File: src/hdl/scd_regs.svh
`ifndef SCD_REGS_SVH
`define SCD_REGS_SVH
// Admin opcodes for the two security commands.
`define SCD_OPC_SEC_SEND      8'h81
`define SCD_OPC_SEC_RECV      8'h82
// Storage command-set opcodes.
`define SCD_OPC_FLUSH         8'h00
`define SCD_OPC_WRITE         8'h01
`define SCD_OPC_READ          8'h02
`define SCD_OPC_WRITE_UNCORR  8'h04
`define SCD_OPC_COMPARE       8'h05
`define SCD_OPC_WRITE_ZEROES  8'h08
`define SCD_OPC_DATASET_MGMT  8'h09
`define SCD_OPC_RSV_REGISTER  8'h0D
`define SCD_OPC_RSV_REPORT    8'h0E
`define SCD_OPC_RSV_ACQUIRE   8'h11
`define SCD_OPC_RSV_RELEASE   8'h15
// Dword 10 field positions.
`define SCD_SEL_MSB           31
`define SCD_SEL_LSB           24
`define SCD_SPEC_MSB          23
`define SCD_SPEC_LSB          8
`define SCD_TGT_MSB           7
`define SCD_TGT_LSB           0
// Protocol selector and protocol-specific values.
`define SCD_PROTO_DISCOVERY   8'h00
`define SCD_PROTO_STORAGE     8'hEA
`define SCD_SPEC_RPB          16'h0001
// Status codes of a completion entry.
`define SCD_ST_SUCCESS        8'h00
`define SCD_ST_INVALID_OPCODE 8'h01
`define SCD_ST_INVALID_FIELD  8'h02
`define SCD_ST_INVALID_PARAM  8'h0B
// Smallest legal logical block, log2 of 512 bytes.
`define SCD_LB_MIN_SHIFT      4'h9
`define SCD_LB_MAX_SHIFT      4'hF
`endif

File: src/hdl/scd_pkg.sv
package scd_pkg;
  // Transfer direction from the two low opcode bits.
  typedef enum logic [1:0] {
    DIR_NONE = 2'b00,
    DIR_H2C  = 2'b01,
    DIR_C2H  = 2'b10,
    DIR_BIDI = 2'b11
  } scd_dir_e;

  // Action the decoder hands to the back end.
  typedef enum logic [3:0] {
    ACT_NONE      = 4'h0,
    ACT_FLUSH     = 4'h1,
    ACT_WRITE     = 4'h2,
    ACT_READ      = 4'h3,
    ACT_MISC      = 4'h4,
    ACT_VENDOR    = 4'h5,
    ACT_DISCOVERY = 4'h6,
    ACT_RPB_SEND  = 4'h7,
    ACT_RPB_RECV  = 4'h8
  } scd_act_e;

  // Submission entry fields the decoder looks at.
  typedef struct packed {
    logic        adminQueue;
    logic [7:0]  opcode;
    logic [15:0] commandId;
    logic        limitedRetryFlag;
    logic [31:0] dword10;
    logic [31:0] dword11;
  } scd_sub_s;

  // Completion entry returned to the host side.
  typedef struct packed {
    logic        adminQueue;
    logic [15:0] commandId;
    logic [7:0]  status;
  } scd_cpl_s;

  // Decoded request handed to the execution side.
  typedef struct packed {
    scd_act_e    action;
    scd_dir_e    direction;
    logic        boundedRecovery;
    logic [7:0]  protocolTargetField;
    logic [31:0] byteCount;
  } scd_req_s;
endpackage

File: src/hdl/scd_opcode_map.sv
`timescale 1ns/10ps
`include "scd_regs.svh"
// Combinational lookup of a storage command-set opcode.
module scd_opcode_map (
  input  wire logic [7:0]        opcode,
  input  wire logic              vendorEnable,
  output scd_pkg::scd_act_e      action,
  output logic                   known,
  output logic                   recoveryHint
);
  // Classify the opcode; unknown codes stay reserved.
  always_comb begin
    action       = scd_pkg::ACT_NONE;
    known        = 1'b1;
    recoveryHint = 1'b0;
    unique case (opcode)
      `SCD_OPC_FLUSH:        action = scd_pkg::ACT_FLUSH;
      `SCD_OPC_WRITE: begin
        action       = scd_pkg::ACT_WRITE;
        recoveryHint = 1'b1;
      end
      `SCD_OPC_READ: begin
        action       = scd_pkg::ACT_READ;
        recoveryHint = 1'b1;
      end
      `SCD_OPC_COMPARE, `SCD_OPC_WRITE_ZEROES: begin
        action       = scd_pkg::ACT_MISC;
        recoveryHint = 1'b1;
      end
      `SCD_OPC_WRITE_UNCORR, `SCD_OPC_DATASET_MGMT, `SCD_OPC_RSV_REGISTER,
      `SCD_OPC_RSV_REPORT, `SCD_OPC_RSV_ACQUIRE, `SCD_OPC_RSV_RELEASE: begin
        action = scd_pkg::ACT_MISC;
      end
      default: begin
        // Vendor codes are only honoured when an extension is fitted.
        if (opcode[7] && vendorEnable) begin
          action = scd_pkg::ACT_VENDOR;
        end else begin
          known = 1'b0;
        end
      end
    endcase
  end
endmodule

File: src/hdl/scd_security_decoder.sv
`timescale 1ns/10ps
`include "scd_regs.svh"
module scd_security_decoder (
  // Controller clock and its synchronous, active-low reset.
  input  wire logic              mclk,
  input  wire logic              rst_n,
  // Host side: one submission entry per cycle, taken only while ready.
  input  wire logic              submitValid,
  input  wire scd_pkg::scd_sub_s submissionEntry,
  // Static configuration, expected to change only between commands.
  input  wire logic              vendorEnable,
  input  wire logic [3:0]        lbSizeShift,
  // Completion side: entry and strobe, both registered.
  output scd_pkg::scd_cpl_s      completionEntry,
  output logic                   completionValid,
  // Execution side: decoded request, raised only for accepted work.
  output scd_pkg::scd_req_s      requestOut,
  output logic                   requestValid,
  // Status levels for the host and the back end.
  output logic                   controllerReadyFlag,
  output logic                   lbSizeError,
  output logic [7:0]             lastSendStatus,
  output logic                   sendStatusValid
);

  ////////////////////////////////////////////////////////////////////////////
  // Field extraction.

  // Selector, specific value and target field out of dword 10.
  logic [7:0]  securityProtocolSelector;
  logic [15:0] protocolSpecificValue;
  logic [7:0]  protocolTargetField;
  logic        isSend;
  logic        isRecv;
  scd_pkg::scd_act_e mapAction;
  logic        mapKnown;
  logic        mapHint;

  // Fields are sliced from the entry as it stands; nothing is registered here.
  // The specific value spans both middle bytes, high byte first.
  assign securityProtocolSelector = submissionEntry.dword10[`SCD_SEL_MSB:`SCD_SEL_LSB];
  assign protocolSpecificValue    = submissionEntry.dword10[`SCD_SPEC_MSB:`SCD_SPEC_LSB];
  assign protocolTargetField      = submissionEntry.dword10[`SCD_TGT_MSB:`SCD_TGT_LSB];
  // Security commands are recognised only on the admin queue.
  assign isSend = submissionEntry.adminQueue && (submissionEntry.opcode == `SCD_OPC_SEC_SEND);
  assign isRecv = submissionEntry.adminQueue && (submissionEntry.opcode == `SCD_OPC_SEC_RECV);

  // Storage opcode table lives in its own small module.
  // Keeping it apart lets the table change without touching the security path.
  scd_opcode_map uMap (
    .opcode       (submissionEntry.opcode),
    .vendorEnable (vendorEnable),
    .action       (mapAction),
    .known        (mapKnown),
    .recoveryHint (mapHint)
  );

  // A block shift is legal only from 512 bytes up; a shift is always a power of two.
  // Fifteen is the largest shift that the four-bit field can express,
  // so only the lower bound needs a test.
  function automatic logic lbShiftBad(input logic [3:0] shift);
    lbShiftBad = (shift < `SCD_LB_MIN_SHIFT);
  endfunction

  ////////////////////////////////////////////////////////////////////////////
  // Decode of one submission entry.

  scd_pkg::scd_act_e act;
  logic [7:0]        status;
  logic              storageEa;
  logic              securityEa;

  assign storageEa = (securityProtocolSelector == `SCD_PROTO_STORAGE);

  // Target field is only defined for a security command under selector EAh.
  assign securityEa = (isSend || isRecv) && storageEa;

  // Only the queue flag, the opcode and dword 10 are examined for security commands.
  always_comb begin
    act    = scd_pkg::ACT_NONE;
    status = `SCD_ST_SUCCESS;
    // Security commands are handled first; the storage table would take them for vendor codes when vendorEnable is set.
    if (isSend || isRecv) begin
      if (isRecv && securityProtocolSelector == `SCD_PROTO_DISCOVERY) begin
        // Discovery never depends on an earlier send.
        act = scd_pkg::ACT_DISCOVERY;
      end else if (!storageEa) begin
        // Send: reserved selector; receive: unsupported selector.
        status = `SCD_ST_INVALID_PARAM;
      end else if (protocolSpecificValue == `SCD_SPEC_RPB) begin
        // Replay-protected block, in the direction of the command.
        act = isSend ? scd_pkg::ACT_RPB_SEND : scd_pkg::ACT_RPB_RECV;
      end else begin
        // Reserved specific values are refused rather than guessed at.
        status = `SCD_ST_INVALID_FIELD;
      end
    end else if (submissionEntry.adminQueue) begin
      // Any other admin opcode is outside this decoder.
      status = `SCD_ST_INVALID_OPCODE;
    end else if (!mapKnown) begin
      // Reserved or unfitted vendor codes complete at once and move no data.
      status = `SCD_ST_INVALID_OPCODE;
    end else if (lbShiftBad(lbSizeShift) && mapAction != scd_pkg::ACT_FLUSH) begin
      // Flush moves no data, so a bad block size does not stop it.
      status = `SCD_ST_INVALID_FIELD;
    end else begin
      // Everything else goes to the back end as the table says.
      act = mapAction;
    end
  end

  ////////////////////////////////////////////////////////////////////////////
  // Ready flag.

  // Ready rises one edge after reset is released; submissions before it are dropped.
  always_ff @(posedge mclk) begin
    if (!rst_n) begin
      // Held low for as long as reset is asserted.
      controllerReadyFlag <= 1'b0;
    end else begin
      // There is no queue set-up here, so ready simply follows reset.
      controllerReadyFlag <= 1'b1;
    end
  end

  // A submission while ready is low is dropped without any answer.
  logic accept;
  assign accept = submitValid && controllerReadyFlag;

  ////////////////////////////////////////////////////////////////////////////
  // Completion entry.

  // Every accepted entry gets exactly one completion one edge later.
  always_ff @(posedge mclk) begin
    if (!rst_n) begin
      // Nothing is reported while in reset.
      completionValid <= 1'b0;
      completionEntry <= '0;
    end else begin
      completionValid <= accept;
      // Fields hold their value until the next accepted entry.
      if (accept) begin
        // The queue flag tells the host which completion queue the entry belongs to.
        completionEntry.adminQueue <= submissionEntry.adminQueue;
        completionEntry.commandId  <= submissionEntry.commandId;
        completionEntry.status     <= status;
      end
    end
  end

  ////////////////////////////////////////////////////////////////////////////
  // Request to the execution side.

  // Rejected entries raise no request, so no data moves for them.
  always_ff @(posedge mclk) begin
    if (!rst_n) begin
      // A cleared request reads as no action.
      requestValid <= 1'b0;
      requestOut   <= '0;
    end else begin
      // Only work that the back end must perform raises the strobe.
      requestValid <= accept && (act != scd_pkg::ACT_NONE);
      if (accept) begin
        requestOut.action    <= act;
        // Direction comes straight from the two low opcode bits.
        requestOut.direction <= scd_pkg::scd_dir_e'(submissionEntry.opcode[1:0]);
        // The hint only matters for compare, read, write and write-zeroes.
        requestOut.boundedRecovery <= mapHint && submissionEntry.limitedRetryFlag;
        // Target is reserved outside selector EAh, so it is passed as zero.
        requestOut.protocolTargetField <= securityEa ? protocolTargetField : 8'h00;
        // Byte count, no 512-byte scaling.
        requestOut.byteCount <= submissionEntry.dword11;
      end
    end
  end

  ////////////////////////////////////////////////////////////////////////////
  // Send result kept for the matching receive.

  // The back end pairs it with a receive; here it is only held.
  always_ff @(posedge mclk) begin
    if (!rst_n) begin
      lastSendStatus  <= `SCD_ST_SUCCESS;
      sendStatusValid <= 1'b0;
    end else if (accept && isSend) begin
      // Failed sends are kept as well, so a receive can report them.
      lastSendStatus  <= status;
      // Cleared only by reset; the first send makes it valid.
      sendStatusValid <= 1'b1;
    end
  end

  // Flags a configured block size below the minimum.
  // Reported as a level so that the host can see it at any time.
  always_ff @(posedge mclk) begin
    if (!rst_n) begin
      lbSizeError <= 1'b0;
    end else begin
      lbSizeError <= lbShiftBad(lbSizeShift);
    end
  end

endmodule

File: config.mk
export PLATFORM = sky130hd
export DESIGN_NAME = scd_security_decoder
export DESIGN_NICKNAME = d
export VERILOG_FILES = /design/src/hdl/scd_pkg.sv /design/src/hdl/scd_opcode_map.sv /design/src/hdl/scd_security_decoder.sv
export VERILOG_INCLUDE_DIRS = /design/src /design/src/hdl
export SDC_FILE = /design/constraint.sdc
export NUM_CORES = 1
export LEC_CHECK = 0
export BUFFER_PORTS_ARGS = -buffer_cell sky130_fd_sc_hd__buf_2
export CAP_MARGIN = 20
export CORE_MARGIN = 2
export CORE_UTILIZATION = 43
export CTS_BUF_LIST = sky130_fd_sc_hd__clkbuf_16
export CTS_CLUSTER_DIAMETER = 40
export DETAILED_ROUTE_END_ITERATION = 12
export GPL_TIMING_DRIVEN = 0
export PLACE_DENSITY = 0.76
export SLEW_MARGIN = 20
export SYNTH_ARGS = -nofsm -noshare
export SYNTH_HDL_FRONTEND = slang
export SYNTH_SLANG_ARGS = --single-unit
File: constraint.sdc
create_clock -name mclk -period 2.3 [get_ports mclk]
set_input_delay 0.46 -clock mclk [delete_from_list [all_inputs] [get_ports mclk]]
set_output_delay 0.46 -clock mclk [all_outputs]
set_load 0.02 [all_outputs]
==> impl_metrics.toml <==
[logic_synthesis]
synth_area_leaders = "dfxtp_1, nand2_1, a21oi_1, nor2_1, buf_4"
syn_inst = 383
synth_top_flop_cell = "dfxtp_1"
syn-mean-instance-area_um2 = 7.96
ys_seq_area_share_pct = 49.2
synth_edf_count = 0
synth_area_leader_cell = "dfxtp_1"
synth-seq-cells = 75
synthArstFlopShare_pct = 0
synth_cell_types = 46
synth_top_area_share_pct = 49.2
yosysWarnings = 0
syn_area_mm2 = 0.00305

[sta]
fin_setup_tns_ps = 0
finalMaxSlewViolations = 0
rsz0062_at_grt = "no"
slew-limit-headroom_pct = 54.9
setup_viol = 0
period_share_pct = 77.2
hold_violations = 0
min_period_ps = 1780
fin_skew_ps = 3.50
worst_pin_slew_ps = 671
fmax_mhz = 563

[power]
p_per_area_mw_per_mm2 = 720
power_leakage_uw = 0.00208
power.internal_uw = 2340
seqPwrFrac_pct = 43.9
ir_worst_vdd_mv = 0.416
clockPowerShare_pct = 43.0
swShare_pct = 25.3
switchingPower_uw = 791
combPwrFrac_pct = 13.1

[clock_network]
cts_hold_repair.buffers = 0
insertion_delay_ps = 330
ctsResizeCount = 0
htree_levels = 3
clock-root-buffer = "clkbuf_16"
post_cts_buffers = 0
cts_tree = "yes"
clk_pin_slew_worst_paths_ps = 50
cts_buffers = 9
clockBufferDepth = 2
clock-sinks = 75

[final_layout]
multiInputGateArea_mm2 = 0.00139
num_antenna_cells = 0
final_nets = 672
fin_area_mm2 = 0.00435
drive_gt1_share_pct = 35.6
final_cell_mix = "buf_2, nand2_1, dfxtp_1, a21oi_1, nor2_1"
ff_latch_area_mm2 = 0.00150
fill_cells = 640
final_common_cell = "buf_2"
area_growth_pct = 42.5

[global_route]
antenna_found_initial = 0
overflow = 0
grt_pass1_vias = 2940
grt_pass1_wl_mm = 13.1
grt_max_degree = 13
grt_usage_pct = 21.6

[worst_setup_path]
reg2reg_from = "controllerReadyFlag$_DFF_P_"
cp_max_fo = 5
slowest_stage = "nor3_1"
path_class = "in2reg"
crit_path_start_kind = "input pin"
ff2ff_setup_slack_ps = 580
r2r_end = "completionEntry[20]$_SDFFE_PN0P_"
cp.arrival_ps = 2000
worst_path_most_repeated_cell = "nor3_1"
rr_worst_depth = 5
slowest_delay_ps = 320
cp.required_ps = 2520
worstPathCellList = "buf_2 > nor3_1 > and3_1 > nand4_1 > nor3_1 > a31oi_1 > a311oi_1"
end_kind = "flop"

[drt]
wire_per_inst_um = 12.6
via_per_inst = 4.90
drt_wl_total_mm = 8.53
antenna_left = 0
drc_errors = 0
via_count = 3305
drt-pass1-iter-count = 4
first_iter_violations = 81

[die]
io_pins = 183
coreArea_mm2 = 0.00683
initial_core_util_pct = 44.7
die_w_um = 88.2
rows = 30
die_h_um = 88.2
die-area_mm2 = 0.00778

[hold_path]
worstHoldPathCells = 1
hp-class = "in2reg"
hold-path-endpoint = "controllerReadyFlag$_DFF_P_"
worstHoldStart = "rst_n"

[placed_design]
place_area_mm2 = 0.00406
portBuffers = 171
dp_hpwl_mm = 6.57
gp_congestion = 0.854

[job]
maxCapViolations = 0

[outcome]
outcome = "complete, no violations"
[kinds of logic after synthesis]
logic type | synth area share [%]
AOI/OAI and AO/OA | 18.0
and+or+nand+nor | 25.8
DFF | 49.2
buffers and inverters | 6.48
other | 0.123
xor gates and xnor gates | 0.287
[sequential cells by signal, indices dropped and copies added (netlist names)]
| register | cells |
|---|---|
| controllerReadyFlag | 1 |
| completionValid | 1 |
| requestOut | 47 |
| requestValid | 1 |
| lastSendStatus | 3 |
| sendStatusValid | 1 |
| completionEntry | 20 |
| lbSizeError | 1 |
[power groups by stage]
| stage | sequential [µW] | clock [µW] | combinational [µW] |
|---|---|---|---|
| floorplan | 1460 | 0 | 167 |
| CTS | 1370 | 1370 | 413 |
| finish | 1370 | 1350 | 410 |
| global route | 1380 | 1420 | 453 |
| global placement | 1400 | 0 | 405 |
| detailed placement | 1400 | 0 | 411 |
[critical path: cells and delay by family]
family                 cells  cell delay (ps)
AND/OR/NAND/NOR            4             1050
AO/OA/AOI/OAI              2              400
buffers and inverters      1               90
[worst max-delay path by stage]
stage | startpoint | endpoint | depth (start not counted)
6_report | submissionEntry[56] | requestValid$_SDFF_PN0_ | 7
4_1_cts | submissionEntry[56] | requestValid$_SDFF_PN0_ | 7
5_1_grt | submissionEntry[56] | requestValid$_SDFF_PN0_ | 7
3_3_place_gp | submissionEntry[82] | completionEntry[1]$_SDFFE_PN0P_ | 8
3_5_place_dp | submissionEntry[82] | completionEntry[1]$_SDFFE_PN0P_ | 8
2_1_floorplan | submissionEntry[84] | requestValid$_SDFF_PN0_ | 7
[area by class of cell]
type / instances / area share, %
sequential: 75 / 34.6
multi-input combinational: 278 / 31.9
timing repair buffer: 171 / 19.7
clock buffer: 9 / 5.18
buffer: 35 / 4.20
tap: 96 / 2.76
clock inverter: 7 / 1.38
inverter: 4 / 0.346
[metal layers]
layer | vias up | share of wire, % | wire [µm] | GRT usage, %
li1 | 1668 | - | - | -
met1 | 1488 | 40 | 3430 | 25.7
met2 | 139 | 49 | 4220 | 37.3
met3 | 10 | 8.9 | 756 | 6.44
met4 | 0 | 1.4 | 118 | 6.89
met5 | - | 0 | 0 | 0
[cell usage after synthesis (all sizes together), types with 2 or more instances]
| master | number |
|---|---|
| and3 | 3 |
| a22oi | 8 |
| nand4 | 3 |
| buf | 18 |
| clkbuf | 17 |
| dfxtp | 75 |
| or2b | 2 |
| inv | 4 |
| nand3 | 2 |
| and4 | 2 |
| nand2 | 112 |
| o31ai | 2 |
| a211oi | 3 |
| nor2 | 23 |
| nor4 | 5 |
| nor3 | 10 |
| and2 | 3 |
| a21oi | 59 |
| o21ai | 10 |
| a31oi | 3 |
| nand2b | 2 |
[metrics by stage]
stage,util [%],instances,worst slack [ps],hold slack [ps],power (µW)
after floorplan,-,392,554,488,1630
after global placement,59.4,659,238,438,1800
after detailed placement,59.4,659,228,445,1810
after CTS,63.6,675,543,344,3160
after global routing,63.6,675,280,353,3250
final,63.6,675,523,351,3130
Note: power is estimated with default switching activity, not from simulation.
